## config.mk

```make
export PLATFORM = sky130hd
export DESIGN_NAME = wes_top
export DESIGN_NICKNAME = d
export VERILOG_FILES = /design/src/wes_pkg.sv /design/src/wes_top.sv
export VERILOG_INCLUDE_DIRS = /design/src /design/src/src
export SDC_FILE = /design/constraint.sdc
export NUM_CORES = 1
export LEC_CHECK = 0
export ABC_CLOCK_PERIOD_IN_PS = 2400
export BUFFER_PORTS_ARGS = -buffer_cell sky130_fd_sc_hd__buf_2
export CORE_MARGIN = 10
export CORE_UTILIZATION = 45
export DETAILED_ROUTE_END_ITERATION = 10
export PLACE_DENSITY = 0.75
export SETUP_SLACK_MARGIN = 0.2
export SLEW_MARGIN = 20
export SYNTH_ARGS = -nofsm -noshare
export SYNTH_HDL_FRONTEND = slang
export SYNTH_SLANG_ARGS = --single-unit
```

## constraint.sdc

```tcl
create_clock -name CLK_IN -period 2.4 [get_ports CLK_IN]
set_input_delay 0.48 -clock CLK_IN [delete_from_list [all_inputs] [get_ports CLK_IN]]
set_output_delay 0.48 -clock CLK_IN [all_outputs]
set_load 0.03 [all_outputs]
```

## src/wes_consts.svh

```systemverilog
// constants for the wait-for-event sleep controller: offsets, fields, resets
// assumes it is included by the design file by its bare name
// Functional notes
// - one event flag bit per processor
// - reset clears the event flag
// - wake events and exception return set flag
// - wait-for-event with flag set: clear, complete
// - software cannot read or write the flag
// - flag clear: may sleep until wake or reset
// - any send-event counts as a wake event
// - new pending exception wakes when enabled
// - preempting asynchronous exception is a wake event
// - debug event wakes only with debug enabled
// - send-event sets flag of every processor
// - restart after suspension leaves flag unchanged
// - wait-for-interrupt wakes on preempt, mask ignored
// - debug event or extra source also wakes
// - on completion take exception or resume
// - at top priority only reset or halt
// - suspension stops execution and bus activity
// - signal bus idle to power controller
// - optional drain of memory activity first
// - pend-as-wakeup bit counts masked interrupts too
`ifndef WES_CONSTS_SVH
`define WES_CONSTS_SVH

`define WES_OFF_CTRL 8'h00
`define WES_OFF_STATUS 8'h04
`define WES_OFF_WAKECNT 8'h08

`define WES_CTRL_PEND_BIT 0
`define WES_CTRL_DRAIN_BIT 1
`define WES_CTRL_NOP_BIT 2
`define WES_CTRL_RESET 3'h0

`define WES_ST_SLEEP_BIT 0
`define WES_ST_WFI_BIT 1
`define WES_ST_DRAIN_BIT 2
`define WES_ST_IDLE_BIT 3

`endif

```

## src/wes_pkg.sv

```systemverilog
// types shared by the wait-for-event sleep controller
// needs nothing beside it; it does not include wes_consts.svh
package wes_pkg;

    // controller states
    typedef enum logic [1:0] {
        WES_RUN,
        WES_DRAIN,
        WES_WFE_SLEEP,
        WES_WFI_SLEEP
    } wes_state_e;

    // wake sources from the core and the system
    typedef struct packed {
        logic sev_local;
        logic sev_remote;
        logic pend_new;
        logic preempt_async;
        logic dbg_event;
        logic exc_return;
    } wes_wake_s;

endpackage

```

## src/wes_top.sv

```systemverilog
// sleep and wakeup control for the wait-for-event and wait-for-interrupt hints
// assumes a core that pulses one instruction strobe per hint and stalls on STALL_OUT,
// peers that toggle a send-event line, and an APB master for the control registers
`timescale 1ns/10ps
`include "wes_consts.svh"

module wes_top #(
    parameter int CNT_W = 16
) (
    input wire logic CLK_IN,
    input wire logic RSTN_IN,
    input wire logic CE_IN,
    input wire logic PSEL_IN,
    input wire logic PENABLE_IN,
    input wire logic PWRITE_IN,
    input wire logic [7:0] PADDR_IN,
    input wire logic [31:0] PWDATA_IN,
    input wire logic [3:0] PSTRB_IN,
    output logic [31:0] PRDATA_OUT,
    output logic PREADY_OUT,
    output logic PSLVERR_OUT,
    input wire logic WFE_INSTR_IN,
    input wire logic WFI_INSTR_IN,
    input wire logic SEV_INSTR_IN,
    input wire logic SEV_PEER_TOGGLE_IN,
    input wire logic EXC_RETURN_IN,
    input wire logic PEND_NEW_IN,
    input wire logic PREEMPT_ASYNC_IN,
    input wire logic PREEMPT_MASKED_IN,
    input wire logic NMI_PRIO_IN,
    input wire logic DEBUG_EN_IN,
    input wire logic DEBUG_EVENT_IN,
    input wire logic DEBUG_HALT_IN,
    input wire logic IMPL_WAKE_IN,
    input wire logic BUS_ACTIVE_IN,
    output logic SEV_TOGGLE_OUT,
    output logic DONE_OUT,
    output logic TAKE_EXC_OUT,
    output logic STALL_OUT,
    output logic SLEEPING_OUT,
    output logic BUS_IDLE_OUT
);

    // ******************************************
    // declarations
    // ******************************************
    wes_pkg::wes_state_e state_r;
    wes_pkg::wes_state_e state_nxt;
    wes_pkg::wes_wake_s wake;
    logic event_flag_r;
    logic event_flag_nxt;
    logic [2:0] ctrl_r;
    logic [CNT_W-1:0] wake_cnt_r;
    logic sev_meta_r;
    logic sev_sync_r;
    logic sev_last_r;
    logic sev_tog_r;
    logic done_r;
    logic take_r;
    logic done_nxt;
    logic take_nxt;
    logic [31:0] prdata_r;
    logic ev_set;
    logic wfe_wake;
    logic wfi_wake;
    logic in_run;
    logic asleep;
    logic leave_sleep;
    logic setup_ph;
    logic access_ph;
    logic wr_ctrl;
    logic hit_ctrl;
    logic hit_status;
    logic hit_cnt;
    logic mapped;
    logic [31:0] rd_word;
    logic [3:0] status_word;

    // address match against one register offset
    function automatic logic reg_hit(input logic [7:0] addr, input logic [7:0] off);
        reg_hit = (addr == off);
    endfunction

    // ******************************************
    // peer send-event crossing
    // ******************************************
    // the peer line toggles once per send-event; two flops, then edge compare;
    // the flops keep tracking through reset, so a line that a peer left high
    // gives no false edge after release
    always_ff @(posedge CLK_IN) begin
        if (!RSTN_IN || CE_IN) begin
            sev_meta_r <= SEV_PEER_TOGGLE_IN;
            sev_sync_r <= sev_meta_r;
            sev_last_r <= sev_sync_r;
        end
    end

    // ******************************************
    // wake source decode
    // ******************************************
    // gather the sources; pending and debug events are gated by their enables
    assign wake.sev_local = SEV_INSTR_IN;
    assign wake.sev_remote = sev_sync_r ^ sev_last_r;
    assign wake.pend_new = PEND_NEW_IN & ctrl_r[`WES_CTRL_PEND_BIT];
    assign wake.preempt_async = PREEMPT_ASYNC_IN;
    assign wake.dbg_event = DEBUG_EVENT_IN & DEBUG_EN_IN;
    assign wake.exc_return = EXC_RETURN_IN;

    // wait-for-event wakes on every source except exception return
    assign wfe_wake = wake.sev_local | wake.sev_remote | wake.pend_new
                    | wake.preempt_async | wake.dbg_event;
    // the flag is set by any wake event and by exception return
    assign ev_set = wfe_wake | wake.exc_return;

    // at top priority nothing preempts, so only a halt forces completion
    assign wfi_wake = NMI_PRIO_IN ? DEBUG_HALT_IN :
                      (wake.preempt_async | wake.dbg_event | IMPL_WAKE_IN
                       | DEBUG_HALT_IN);

    assign in_run = (state_r == wes_pkg::WES_RUN);
    assign asleep = (state_r == wes_pkg::WES_WFE_SLEEP)
                  | (state_r == wes_pkg::WES_WFI_SLEEP);

    // ******************************************
    // event flag
    // ******************************************
    // a set in the same cycle as the wait-for-event clear wins; restart
    // after a suspension leaves the flag as the waking event left it
    assign event_flag_nxt = ev_set ? 1'b1 :
                            (in_run & WFE_INSTR_IN) ? 1'b0 :
                            event_flag_r;

    // one hidden bit, never mapped on the bus
    always_ff @(posedge CLK_IN) begin
        if (!RSTN_IN) begin
            event_flag_r <= 1'b0;
        end else if (CE_IN) begin
            event_flag_r <= event_flag_nxt;
        end
    end

    // ******************************************
    // sleep state machine
    // ******************************************
    // decides suspension, completion and whether an exception is taken
    always_comb begin
        state_nxt = state_r;
        done_nxt = 1'b0;
        take_nxt = 1'b0;
        case (state_r)
            wes_pkg::WES_RUN: begin
                if (WFE_INSTR_IN) begin
                    if (event_flag_r || wfe_wake || ctrl_r[`WES_CTRL_NOP_BIT]) begin
                        done_nxt = 1'b1;
                    end else begin
                        state_nxt = wes_pkg::WES_WFE_SLEEP;
                    end
                end else if (WFI_INSTR_IN) begin
                    if (wfi_wake || ctrl_r[`WES_CTRL_NOP_BIT]) begin
                        done_nxt = 1'b1;
                        take_nxt = PREEMPT_MASKED_IN;
                    end else if (ctrl_r[`WES_CTRL_DRAIN_BIT] && BUS_ACTIVE_IN) begin
                        state_nxt = wes_pkg::WES_DRAIN;
                    end else begin
                        state_nxt = wes_pkg::WES_WFI_SLEEP;
                    end
                end
            end
            wes_pkg::WES_DRAIN: begin
                if (wfi_wake) begin
                    state_nxt = wes_pkg::WES_RUN;
                    done_nxt = 1'b1;
                    take_nxt = PREEMPT_MASKED_IN;
                end else if (!BUS_ACTIVE_IN) begin
                    state_nxt = wes_pkg::WES_WFI_SLEEP;
                end
            end
            wes_pkg::WES_WFE_SLEEP: begin
                if (wfe_wake) begin
                    state_nxt = wes_pkg::WES_RUN;
                    done_nxt = 1'b1;
                end
            end
            wes_pkg::WES_WFI_SLEEP: begin
                if (wfi_wake) begin
                    state_nxt = wes_pkg::WES_RUN;
                    done_nxt = 1'b1;
                    take_nxt = PREEMPT_MASKED_IN;
                end
            end
            default: begin
                state_nxt = wes_pkg::WES_RUN;
            end
        endcase
    end

    assign leave_sleep = asleep & (state_nxt == wes_pkg::WES_RUN);

    // state, completion strobes and the count of wakes from sleep
    always_ff @(posedge CLK_IN) begin
        if (!RSTN_IN) begin
            state_r <= wes_pkg::WES_RUN;
            done_r <= 1'b0;
            take_r <= 1'b0;
            wake_cnt_r <= '0;
        end else if (CE_IN) begin
            state_r <= state_nxt;
            done_r <= done_nxt;
            take_r <= take_nxt;
            wake_cnt_r <= wake_cnt_r + CNT_W'(leave_sleep);
        end
    end

    // ******************************************
    // send-event broadcast
    // ******************************************
    // each local send-event flips the line that all peers watch
    always_ff @(posedge CLK_IN) begin
        if (!RSTN_IN) begin
            sev_tog_r <= 1'b0;
        end else if (CE_IN && SEV_INSTR_IN) begin
            sev_tog_r <= ~sev_tog_r;
        end
    end

    // ******************************************
    // APB slave
    // ******************************************
    // zero-wait slave; read data is captured in the setup cycle
    assign setup_ph = PSEL_IN & ~PENABLE_IN;
    assign access_ph = PSEL_IN & PENABLE_IN & CE_IN;
    assign hit_ctrl = reg_hit(PADDR_IN, `WES_OFF_CTRL);
    assign hit_status = reg_hit(PADDR_IN, `WES_OFF_STATUS);
    assign hit_cnt = reg_hit(PADDR_IN, `WES_OFF_WAKECNT);
    assign mapped = hit_ctrl | hit_status | hit_cnt;
    assign wr_ctrl = access_ph & PWRITE_IN & hit_ctrl & PSTRB_IN[0];

    // status shows the controller's own state, never the event flag
    assign status_word[`WES_ST_SLEEP_BIT] = asleep;
    assign status_word[`WES_ST_WFI_BIT] = (state_r == wes_pkg::WES_WFI_SLEEP);
    assign status_word[`WES_ST_DRAIN_BIT] = (state_r == wes_pkg::WES_DRAIN);
    assign status_word[`WES_ST_IDLE_BIT] = BUS_IDLE_OUT;

    // read selection; unmapped reads return zero
    assign rd_word = hit_ctrl ? {29'h0, ctrl_r} :
                     hit_status ? {28'h0, status_word} :
                     hit_cnt ? 32'(wake_cnt_r) : 32'h0;

    // control register and read data capture
    always_ff @(posedge CLK_IN) begin
        if (!RSTN_IN) begin
            ctrl_r <= `WES_CTRL_RESET;
            prdata_r <= 32'h0;
        end else if (CE_IN) begin
            if (wr_ctrl) begin
                ctrl_r <= PWDATA_IN[2:0];
            end
            if (setup_ph) begin
                prdata_r <= rd_word;
            end
        end
    end

    assign PREADY_OUT = CE_IN; // frozen transfers wait
    assign PSLVERR_OUT = access_ph & ~mapped;
    assign PRDATA_OUT = prdata_r;

    // ******************************************
    // outputs to core and power controller
    // ******************************************
    assign SEV_TOGGLE_OUT = sev_tog_r;
    assign DONE_OUT = done_r;
    assign TAKE_EXC_OUT = take_r;
    assign STALL_OUT = asleep | (state_r == wes_pkg::WES_DRAIN);
    assign SLEEPING_OUT = asleep;
    assign BUS_IDLE_OUT = asleep & ~BUS_ACTIVE_IN;
endmodule

```

==> results of run 1 <==
## through the flow
stage,std cells,hold WS (ns),instance area [um^2],power (uW)
final,362,0.355,2540,1350
after global routing,362,0.352,2540,1420
after CTS,362,0.347,2530,1370
after detailed placement,355,0.419,2450,930
after global placement,355,0.406,2450,928
after floorplan,258,0.400,2250,901
## per-layer routing
layer / wire length (um) / vias up / global-route usage [%] / share of wire (%)
li1: - / 917 / - / -
met1: 2120 / 820 / 14.3 / 44
met2: 2300 / 55 / 18.3 / 47
met3: 359 / 5 / 3.41 / 7.4
met4: 82 / 0 / 6.74 / 1.7
met5: 0 / - / 0 / 0
## path summary, 6_finish.rpt
path | startpoint | end | cells after the start
worst max-delay path | sev_sync_r$_DFFE_PP_ | wake_cnt_r[15]$_SDFFE_PN0P_ | 10
worst max register to register | sev_sync_r$_DFFE_PP_ | wake_cnt_r[15]$_SDFFE_PN0P_ | 10
worst min-delay path | SEV_PEER_TOGGLE_IN | sev_meta_r$_DFFE_PP_ | 1
worst min register to register | sev_meta_r$_DFFE_PP_ | sev_sync_r$_DFFE_PP_ | 0
## kinds of logic (layout without fill, tap and decap cells)
| group | after synthesis | count (layout) | synth area share (%) |
|---|---|---|---|
| adder cells (fa/ha/maj) | 2 | 2 | 1.14 |
| AND/OR/NAND/NOR | 96 | 96 | 25.7 |
| other | 1 | 16 | 0.171 |
| flip-flops | 44 | 44 | 41.6 |
| XOR/XNOR | 14 | 14 | 5.60 |
| AO/OA/AOI/OAI | 44 | 44 | 13.0 |
| multiplexers | 7 | 7 | 3.20 |
| buffers and inverters | 35 | 72 | 9.54 |
## worst max-delay path: stages, from the launching register on
cell,delay (ns)
edfxtp_1,0.41
xnor2_1,0.14
nand3_1,0.16
mux2i_1,0.09
nor2_1,0.12
ha_1,0.18
buf_4,0.12
nand4_4,0.17
nor4_2,0.34
xnor2_1,0.17
nor2_2,0.04
## power by group
group          switching [uW]  internal [uW]
logic                     107           49.5
registers                6.86            750
clock network             242            197
## registers in the layout (all words and copies together), names as in the netlist
register,count
PRDATA_OUT,16
wake_cnt_r,16
ctrl_r,3
state_r,2
DONE_OUT,1
SEV_TOGGLE_OUT,1
TAKE_EXC_OUT,1
event_flag_r,1
sev_last_r,1
sev_meta_r,1
sev_sync_r,1
## Yosys cell counts (all sizes together) (2+ instances only)
library cell,n
a211oi,2
a21oi,12
a22oi,13
a31oi,2
and3,2
and3b,2
buf,24
clkbuf,6
dfxtp,41
edfxtp,3
ha,2
inv,5
mux2i,7
nand2,13
nand2b,3
nand3,8
nand3b,5
nand4,5
nor2,38
nor2b,3
nor3,4
nor4,5
o211ai,2
o21ai,7
o22ai,2
or3,2
xnor2,9
xor2,5
## timing repair
| action | CTS | global route |
|---|---|---|
| hold buffers | 0 | 0 |
| setup buffers | 0 | 0 |
| gates resized for setup | 0 | 2 |
| endpoints found under the setup margin | 0 | 5 |
| endpoints found under the hold margin | 0 | 0 |
## layout make-up
cell class                 count  area (um^2)  share of cell area [%]
timing repair buffer          60          313                    12.3
tap                           67         83.8                    3.30
multi-input combinational    179         1140                    44.7
inverter                       5         18.8                   0.738
clock inverter                 2         12.5                   0.492
sequential                    44          911                    35.8
clock buffer                   5         68.8                    2.71
==> flow_summary.ini, run 1 <==
[pwr]
power_density_nw_per_um2 = 532
p_leak_uw = 0.00110
vdd_drop_max_v = 0.000220

[route]
wl_per_cell_um = 13.4
via_per_inst = 4.96
final_antenna_net_count = 0
drc = 0
wl_mm = 4.86
first_pass_iters = 4
vias = 1797
drtIter0Drc = 114

[global_route]
grtUsageTotal_pct = 11.8
grt_antenna_before_repair = 0
grt_overflow = 0
grt_pass1_vias = 1744
grt_pass1_wl_mm = 8.13
grt_max_degree = 38

[logic_synthesis]
avgSynthCellArea_um2 = 9.01
synth_edf_count = 3
synth-seq-cells = 44
synth_area_um2 = 2190
async_flop_share_pct = 0
synth_top_cell_area_share_pct = 37.5
yosysSeqAreaShare_pct = 41.6
yosysTopAreaCell = dfxtp_1
synthTopCellsByArea = dfxtp_1 37%, buf_4 6.2%, nor2_1 6.0%, a22oi_1 4.5%, edfxtp_1 4.1%
yosysUniqueCellTypes = 47
synthFlopType = dfxtp_1
syn_inst = 243
ys_warn_count = 0

[timing]
clock_skew_ns = 0.00374
max_freq_ghz = 0.488
fin_crit_ns = 2.05
finalWorstSetupSlack_ns = 0.349
rsz0062_at_grt = yes
finalHoldViolations = 0
drv_slew = 0
max_slew_margin_pct = 58.0
finalSetupViolations = 0
max_slew.worst_pin.slew_ns = 0.630
fin_crit_sh_pct = 85.4
setup_tns_ns = 0

[critical_path]
arrival_ns = 2.22
cp.required_ns = 2.57
end_kind = flop
start_kind = flop
path_class = reg2reg
cp_max_fo = 9
r2r_slack_ns = 0.35

[status]
status = completed

[final_layout]
finalNetCount = 361
n_antenna_cell = 0
layout-drive-gt1-share_pct = 27.8
fillCellCount = 448
mostFrequentLayoutCells = 55 x buf_2, 41 x dfxtp_1, 35 x nor2_1
syn2layout_area_growth_pct = 16.2
fin_util_pct = 53.9
layout_commonest_cell = buf_2

[die]
pin_count = 104
dieArea_um2 = 8060
fp.dieW_um = 89.8
start_util_pct = 46.4
coreArea_um2 = 4720
die_h_um = 89.8
row_count = 25

[clock_tree]
clkSinkCount = 44
root_buffer = clkbuf_8
cts_buffers = 5
h-tree-depth = 2
cts_tree = built
clk_pin_slew_ns = 0.08
clkLatencyLatePin_ns = 0.30
max-clock-path-buffers = 2

[worst_hold_path]
hold_class = in2reg

[placement]
gp_congestion = 0.801
port_buffers = 55
dp_slack_ns = 0.0784
hpwl_mm = 3.71

[job]
drv_cap = 0
Power figures use the tool's default switching activity.
==> inputs of run 2 (changes only) <==
--- a/config.mk
+++ b/config.mk
@@ -8,10 +8,12 @@
 export LEC_CHECK = 0
 export ABC_CLOCK_PERIOD_IN_PS = 2400
 export BUFFER_PORTS_ARGS = -buffer_cell sky130_fd_sc_hd__buf_2
+export CELL_PAD_IN_SITES_DETAIL_PLACEMENT = 2
+export CELL_PAD_IN_SITES_GLOBAL_PLACEMENT = 2
 export CORE_MARGIN = 10
-export CORE_UTILIZATION = 45
+export CORE_UTILIZATION = 26
 export DETAILED_ROUTE_END_ITERATION = 10
-export PLACE_DENSITY = 0.75
+export PLACE_DENSITY = 0.77
 export SETUP_SLACK_MARGIN = 0.2
 export SLEW_MARGIN = 20
 export SYNTH_ARGS = -nofsm -noshare
==> run 2 against run 1 <==
Compared with the run above:
- register-to-register slack worse by 0.08 ns
- largest power group unchanged
- combinational power grew 5%
- global-route usage decreased by 1.5 points
- maximum frequency down 3.6%
- wire length is 37% higher
- critical path depth stayed put
==> flow_summary.ini, run 2 (same netlist as run 1, synthesis figures left out) <==
[die]
die_h_um = 112
dieArea_um2 = 12500
fp.dieW_um = 112
start_util_pct = 26.6
pin_count = 104
coreArea_um2 = 8220
row_count = 33

[worst_hold_path]
hold_class = in2reg
hold-path-cell-count = 1

[clock_tree]
cts_hold_buffers = 0
cts_tree = built
h-tree-depth = 2
clkLatencyLatePin_ns = 0.30
max-clock-path-buffers = 2
root_buffer = clkbuf_8
cts_buffers = 5
clkSinkCount = 44
clk_pin_slew_ns = 0.09

[timing]
hold_slack_ns = 0.350
finalHoldViolations = 0
max_slew.worst_pin.slew_ns = 0.679
fin_crit_ns = 2.13
drv_slew = 0
clock_skew_ns = 0.00697
fin_crit_sh_pct = 88.7
max_slew_margin_pct = 54.6
max_freq_ghz = 0.470
setup_tns_ns = 0
finalSetupViolations = 0
rsz0062_at_grt = yes
finalWorstSetupSlack_ns = 0.272

[critical_path]
end_kind = flop
cp_max_fo = 4
cp_slowest_cell = edfxtp_1
cp_common_cell = xnor2_1
crit_cells = 10
critPathMaxStageDelay_ns = 0.41
crit_buf_inv = 0
cp.required_ns = 2.57
critPathTopFamily = simple AND/OR/NAND/NOR gates
path_class = reg2reg
start_kind = flop
arrival_ns = 2.30
r2r_slack_ns = 0.27
cp_cell_sequence = xnor2_1, nand3_1, mux2i_1, nor2_1, ha_2, ha_1, nand3_2, nor4_2, xnor2_1, nor2_2
reg2reg_depth = 10

[pwr]
p_sw_share_pct = 27.0
p_seq_share_pct = 53.4
power.share.clock_pct = 34.9
p_int_uw = 1040
p_leak_uw = 0.00111
vdd_drop_max_v = 0.000234
power_density_nw_per_um2 = 538
combPwrFrac_pct = 11.6
p_sw_uw = 384

[final_layout]
layout_commonest_cell = buf_2
n_antenna_cell = 0
mostFrequentLayoutCells = 55 x buf_2, 41 x dfxtp_1, 35 x nor2_1
layout-drive-gt1-share_pct = 29.9
syn2layout_area_growth_pct = 20.6
fin_util_pct = 32.1
finalNetCount = 363

[placement]
dp_slack_ns = 0.00329
hpwl_mm = 5.09
port_buffers = 55
gp_congestion = 0.712

[global_route]
grt_max_degree = 38
grt_pass1_wl_mm = 10.7
grt_overflow = 0
grt_antenna_before_repair = 0
grt_pass1_vias = 2039
grtUsageTotal_pct = 10.3

[status]
status = completed

[route]
wl_per_cell_um = 16.5
drc = 0
drtIter0Drc = 72
vias = 1905
first_pass_iters = 4
via_per_inst = 4.73
wl_mm = 6.66
final_antenna_net_count = 0

[job]
drv_cap = 0
==> run 2: changes by cell type in the layout (fill, tap and decap cells not counted), sizes merged <==
cell / change
buf: +2
clkbuf: +2
clkinv: -1
==> run 2: worst register-to-register path, stage by stage (launching register included) <==
cell and delay (ns):
edfxtp_1 0.41, xnor2_1 0.14, nand3_1 0.11, mux2i_1 0.09, nor2_1 0.17, ha_2 0.21
ha_1 0.20, nand3_2 0.19, nor4_2 0.23, xnor2_1 0.18, nor2_2 0.06
==> run 2: worst paths after layout <==
check,from,to
setup / recovery,sev_sync_r$_DFFE_PP_,wake_cnt_r[12]$_SDFFE_PN0P_
hold / removal,SEV_PEER_TOGGLE_IN,sev_meta_r$_DFFE_PP_
setup reg to reg,sev_sync_r$_DFFE_PP_,wake_cnt_r[12]$_SDFFE_PN0P_
hold reg to reg,sev_meta_r$_DFFE_PP_,sev_sync_r$_DFFE_PP_
==> run 2: metrics by stage <==
stage	total power, uW	area [um^2]	instances
detailed placement	939	2500	393
global placement	935	2500	393
global route	1500	2640	403
CTS	1440	2600	401
floorplan	901	2250	258
finish	1420	2640	403
==> run 2: power groups by stage <==
stage	Sequential, uW	Clock [uW]	Combinational, uW
after floorplan	779	0	122
after global placement	776	0	159
after detailed placement	777	0	162
after CTS	759	513	164
after global routing	762	554	182
final	759	496	165
==> run 2: repair_timing <==
action	4_1_cts	5_1_grt
setup endpoints to repair	2	10
resized for setup	1	7
buffers inserted	0	2
pin swaps	0	2
==> run 2: routing by layer <==
metal  GRT usage (%)  vias up  share of wire, %
met3            2.63        7               3.9
met1            11.6      939                42
li1                -      923                 -
met4            3.60        0               1.3
met2            18.3       36                53
met5               0        -                 0
==> run 2: final cells by class <==
class | instances | area, um^2
fill | 945 | 5580
clock buffer | 7 | 86.3
inverter | 5 | 18.8
timing repair buffer | 62 | 328
tap | 105 | 131
clock inverter | 1 | 7.51
sequential | 44 | 911
multi-input combinational | 179 | 1160
==> inputs of run 3 (changes only) <==
--- a/config.mk
+++ b/config.mk
@@ -6,7 +6,7 @@
 export SDC_FILE = /design/constraint.sdc
 export NUM_CORES = 1
 export LEC_CHECK = 0
-export ABC_CLOCK_PERIOD_IN_PS = 2400
+export ABC_CLOCK_PERIOD_IN_PS = 2240
 export BUFFER_PORTS_ARGS = -buffer_cell sky130_fd_sc_hd__buf_2
 export CELL_PAD_IN_SITES_DETAIL_PLACEMENT = 2
 export CELL_PAD_IN_SITES_GLOBAL_PLACEMENT = 2
==> constraint.sdc (replaced) <==
create_clock -name CLK_IN -period 2.24 [get_ports CLK_IN]
set_input_delay 0.448 -clock CLK_IN [delete_from_list [all_inputs] [get_ports CLK_IN]]
set_output_delay 0.448 -clock CLK_IN [all_outputs]
set_load 0.03 [all_outputs]
==> run 3 against run 2 <==
Compared with the run above:
- sequential power up 6.9%
- clock skew about the same
- die area unchanged
- register-to-register slack worse by 0.14 ns
- cell count up 1.5%
- clock power down 3%
- critical path depth up 1
- critical path type unchanged
- critical endpoint is now wake_cnt_r[9]$_SDFFE_PN0P_
- largest power group unchanged
==> flow_summary.ini, run 3 (same netlist as run 1, synthesis figures left out) <==
[status]
status = completed

[timing]
max_slew.worst_pin.slew_ns = 0.678
fin_crit_ns = 2.11
rsz0062_at_grt = yes
fin_crit_sh_pct = 94.3
setup_tns_ns = 0
finalSetupViolations = 0
clock_skew_ns = 0.00736
max_slew_margin_pct = 54.8
max_freq_ghz = 0.474
drv_slew = 0
hold_slack_ns = 0.326
finalHoldViolations = 0

[pwr]
p_leak_uw = 0.00123
total_power_uw = 1480
vdd_drop_max_v = 0.000170
power_density_nw_per_um2 = 533

[final_layout]
mostFrequentLayoutCells = 55 x buf_2, 41 x dfxtp_1, 35 x nor2_1
layout_commonest_cell = buf_2
multi_input_area_um2 = 1220
fillCellCount = 941
register_area_um2 = 911
layout-drive-gt1-share_pct = 32.9
finalNetCount = 370
syn2layout_area_growth_pct = 26.5
n_antenna_cell = 0
final_cells = 409
final_area_um2 = 2770

[critical_path]
path_class = reg2reg
arrival_ns = 2.27
start_kind = flop
cp_max_fo = 5
critPathTopFamily = simple AND/OR/NAND/NOR gates
end_kind = flop
critPathMaxStageDelay_ns = 0.41
cp_cell_sequence = xnor2_1, nand3_1, mux2i_1, nor2_1, ha_2, buf_6, nand4_4, buf_4, nor3_4, xnor2_1, nor2_1
cp.required_ns = 2.40
cp_slowest_cell = edfxtp_1
r2r_slack_ns = 0.13
crit_buf_inv = 2

[route]
via_per_inst = 4.78
wl_mm = 7.17
drc = 0
final_antenna_net_count = 0
vias = 1957
drtIter0Drc = 52
first_pass_iters = 4
wl_per_cell_um = 17.5

[global_route]
grt_max_degree = 38
grtUsageTotal_pct = 10.9
grt_pass1_wl_mm = 11.3
grt_pass1_vias = 2130
grt_antenna_before_repair = 0
grt_overflow = 0

[die]
dieArea_um2 = 12500
row_count = 33
start_util_pct = 26.6
coreArea_um2 = 8220
fp.dieW_um = 112
pin_count = 104
die_h_um = 112

[clock_tree]
max-clock-path-buffers = 2
cts_tree = built
cts_hold_buffers = 0
root_buffer = clkbuf_8
clkSinkCount = 44
cts_buffers = 5
clk_pin_slew_ns = 0.08
h-tree-depth = 2
clkLatencyLatePin_ns = 0.30

[placement]
port_buffers = 55
hpwl_mm = 5.12
placedCellCount = 396
place_area_um2 = 2530
gp_congestion = 0.723

[worst_hold_path]
hold_class = in2reg

[job]
drv_cap = 0
## run 3: cell count changes in the layout (fill, tap and decap cells not counted), moves of 2 or more
cell,before,now
buf_4,7,10
buf_6,0,3
nor4_2,4,1
nor4_4,1,4
nor3_2,3,1
nor3_4,0,2
## run 3: final cells by class
| type | instances | area share [%] |
|---|---|---|
| timing repair buffer | 69 | 14.6 |
| tap | 105 | 4.74 |
| clock buffer | 5 | 2.48 |
| sequential | 44 | 32.9 |
| multi-input combinational | 179 | 44.2 |
| inverter | 5 | 0.678 |
| clock inverter | 2 | 0.452 |
## run 3: worst register-to-register path: stages (launching register included)
cell and delay [ns]:
edfxtp_1 0.41, xnor2_1 0.14, nand3_1 0.11, mux2i_1 0.10
nor2_1 0.15, ha_2 0.25, buf_6 0.11, nand4_4 0.16
buf_4 0.20, nor3_4 0.13, xnor2_1 0.16, nor2_1 0.07
## run 3: power by group
group | internal [uW] | switching [uW] | total, uW
logic | 58.1 | 125 | 183
registers | 804 | 6.63 | 811
clock network | 211 | 270 | 482
total | 1070 | 402 | 1480
## run 3: what timing repair did
item,4_1_cts,5_1_grt
gates cloned,0,0
resized for setup,11,10
pin swaps,11,9
setup endpoints to repair,12,13
setup buffers,5,1
## run 3: final timing paths
check                           cells past startpoint                          to                 start
worst max-delay path                               11  wake_cnt_r[9]$_SDFFE_PN0P_  sev_sync_r$_DFFE_PP_
worst min-delay path                                1        sev_meta_r$_DFFE_PP_    SEV_PEER_TOGGLE_IN
worst max register to register                     11  wake_cnt_r[9]$_SDFFE_PN0P_  sev_sync_r$_DFFE_PP_
worst min register to register                      0        sev_sync_r$_DFFE_PP_  sev_meta_r$_DFFE_PP_
## run 3: stage by stage
stage	util [%]	setup WS [ns]
after global routing	33.7	0.0000124
final	33.7	0.128
after floorplan	-	0.240
after global placement	30.8	0.00992
after CTS	33.1	0.104
after detailed placement	30.8	-0.140
## run 3: layer usage
layer | vias up | part of all wire [%] | GRT usage [%] | wire [um]
met5 | - | 0 | 0 | 0
met4 | 0 | 0.99 | 3.68 | 71
met3 | 6 | 4.1 | 2.42 | 294
met2 | 45 | 53 | 20.0 | 3780
met1 | 971 | 42 | 12.1 | 3020
li1 | 935 | - | - | -
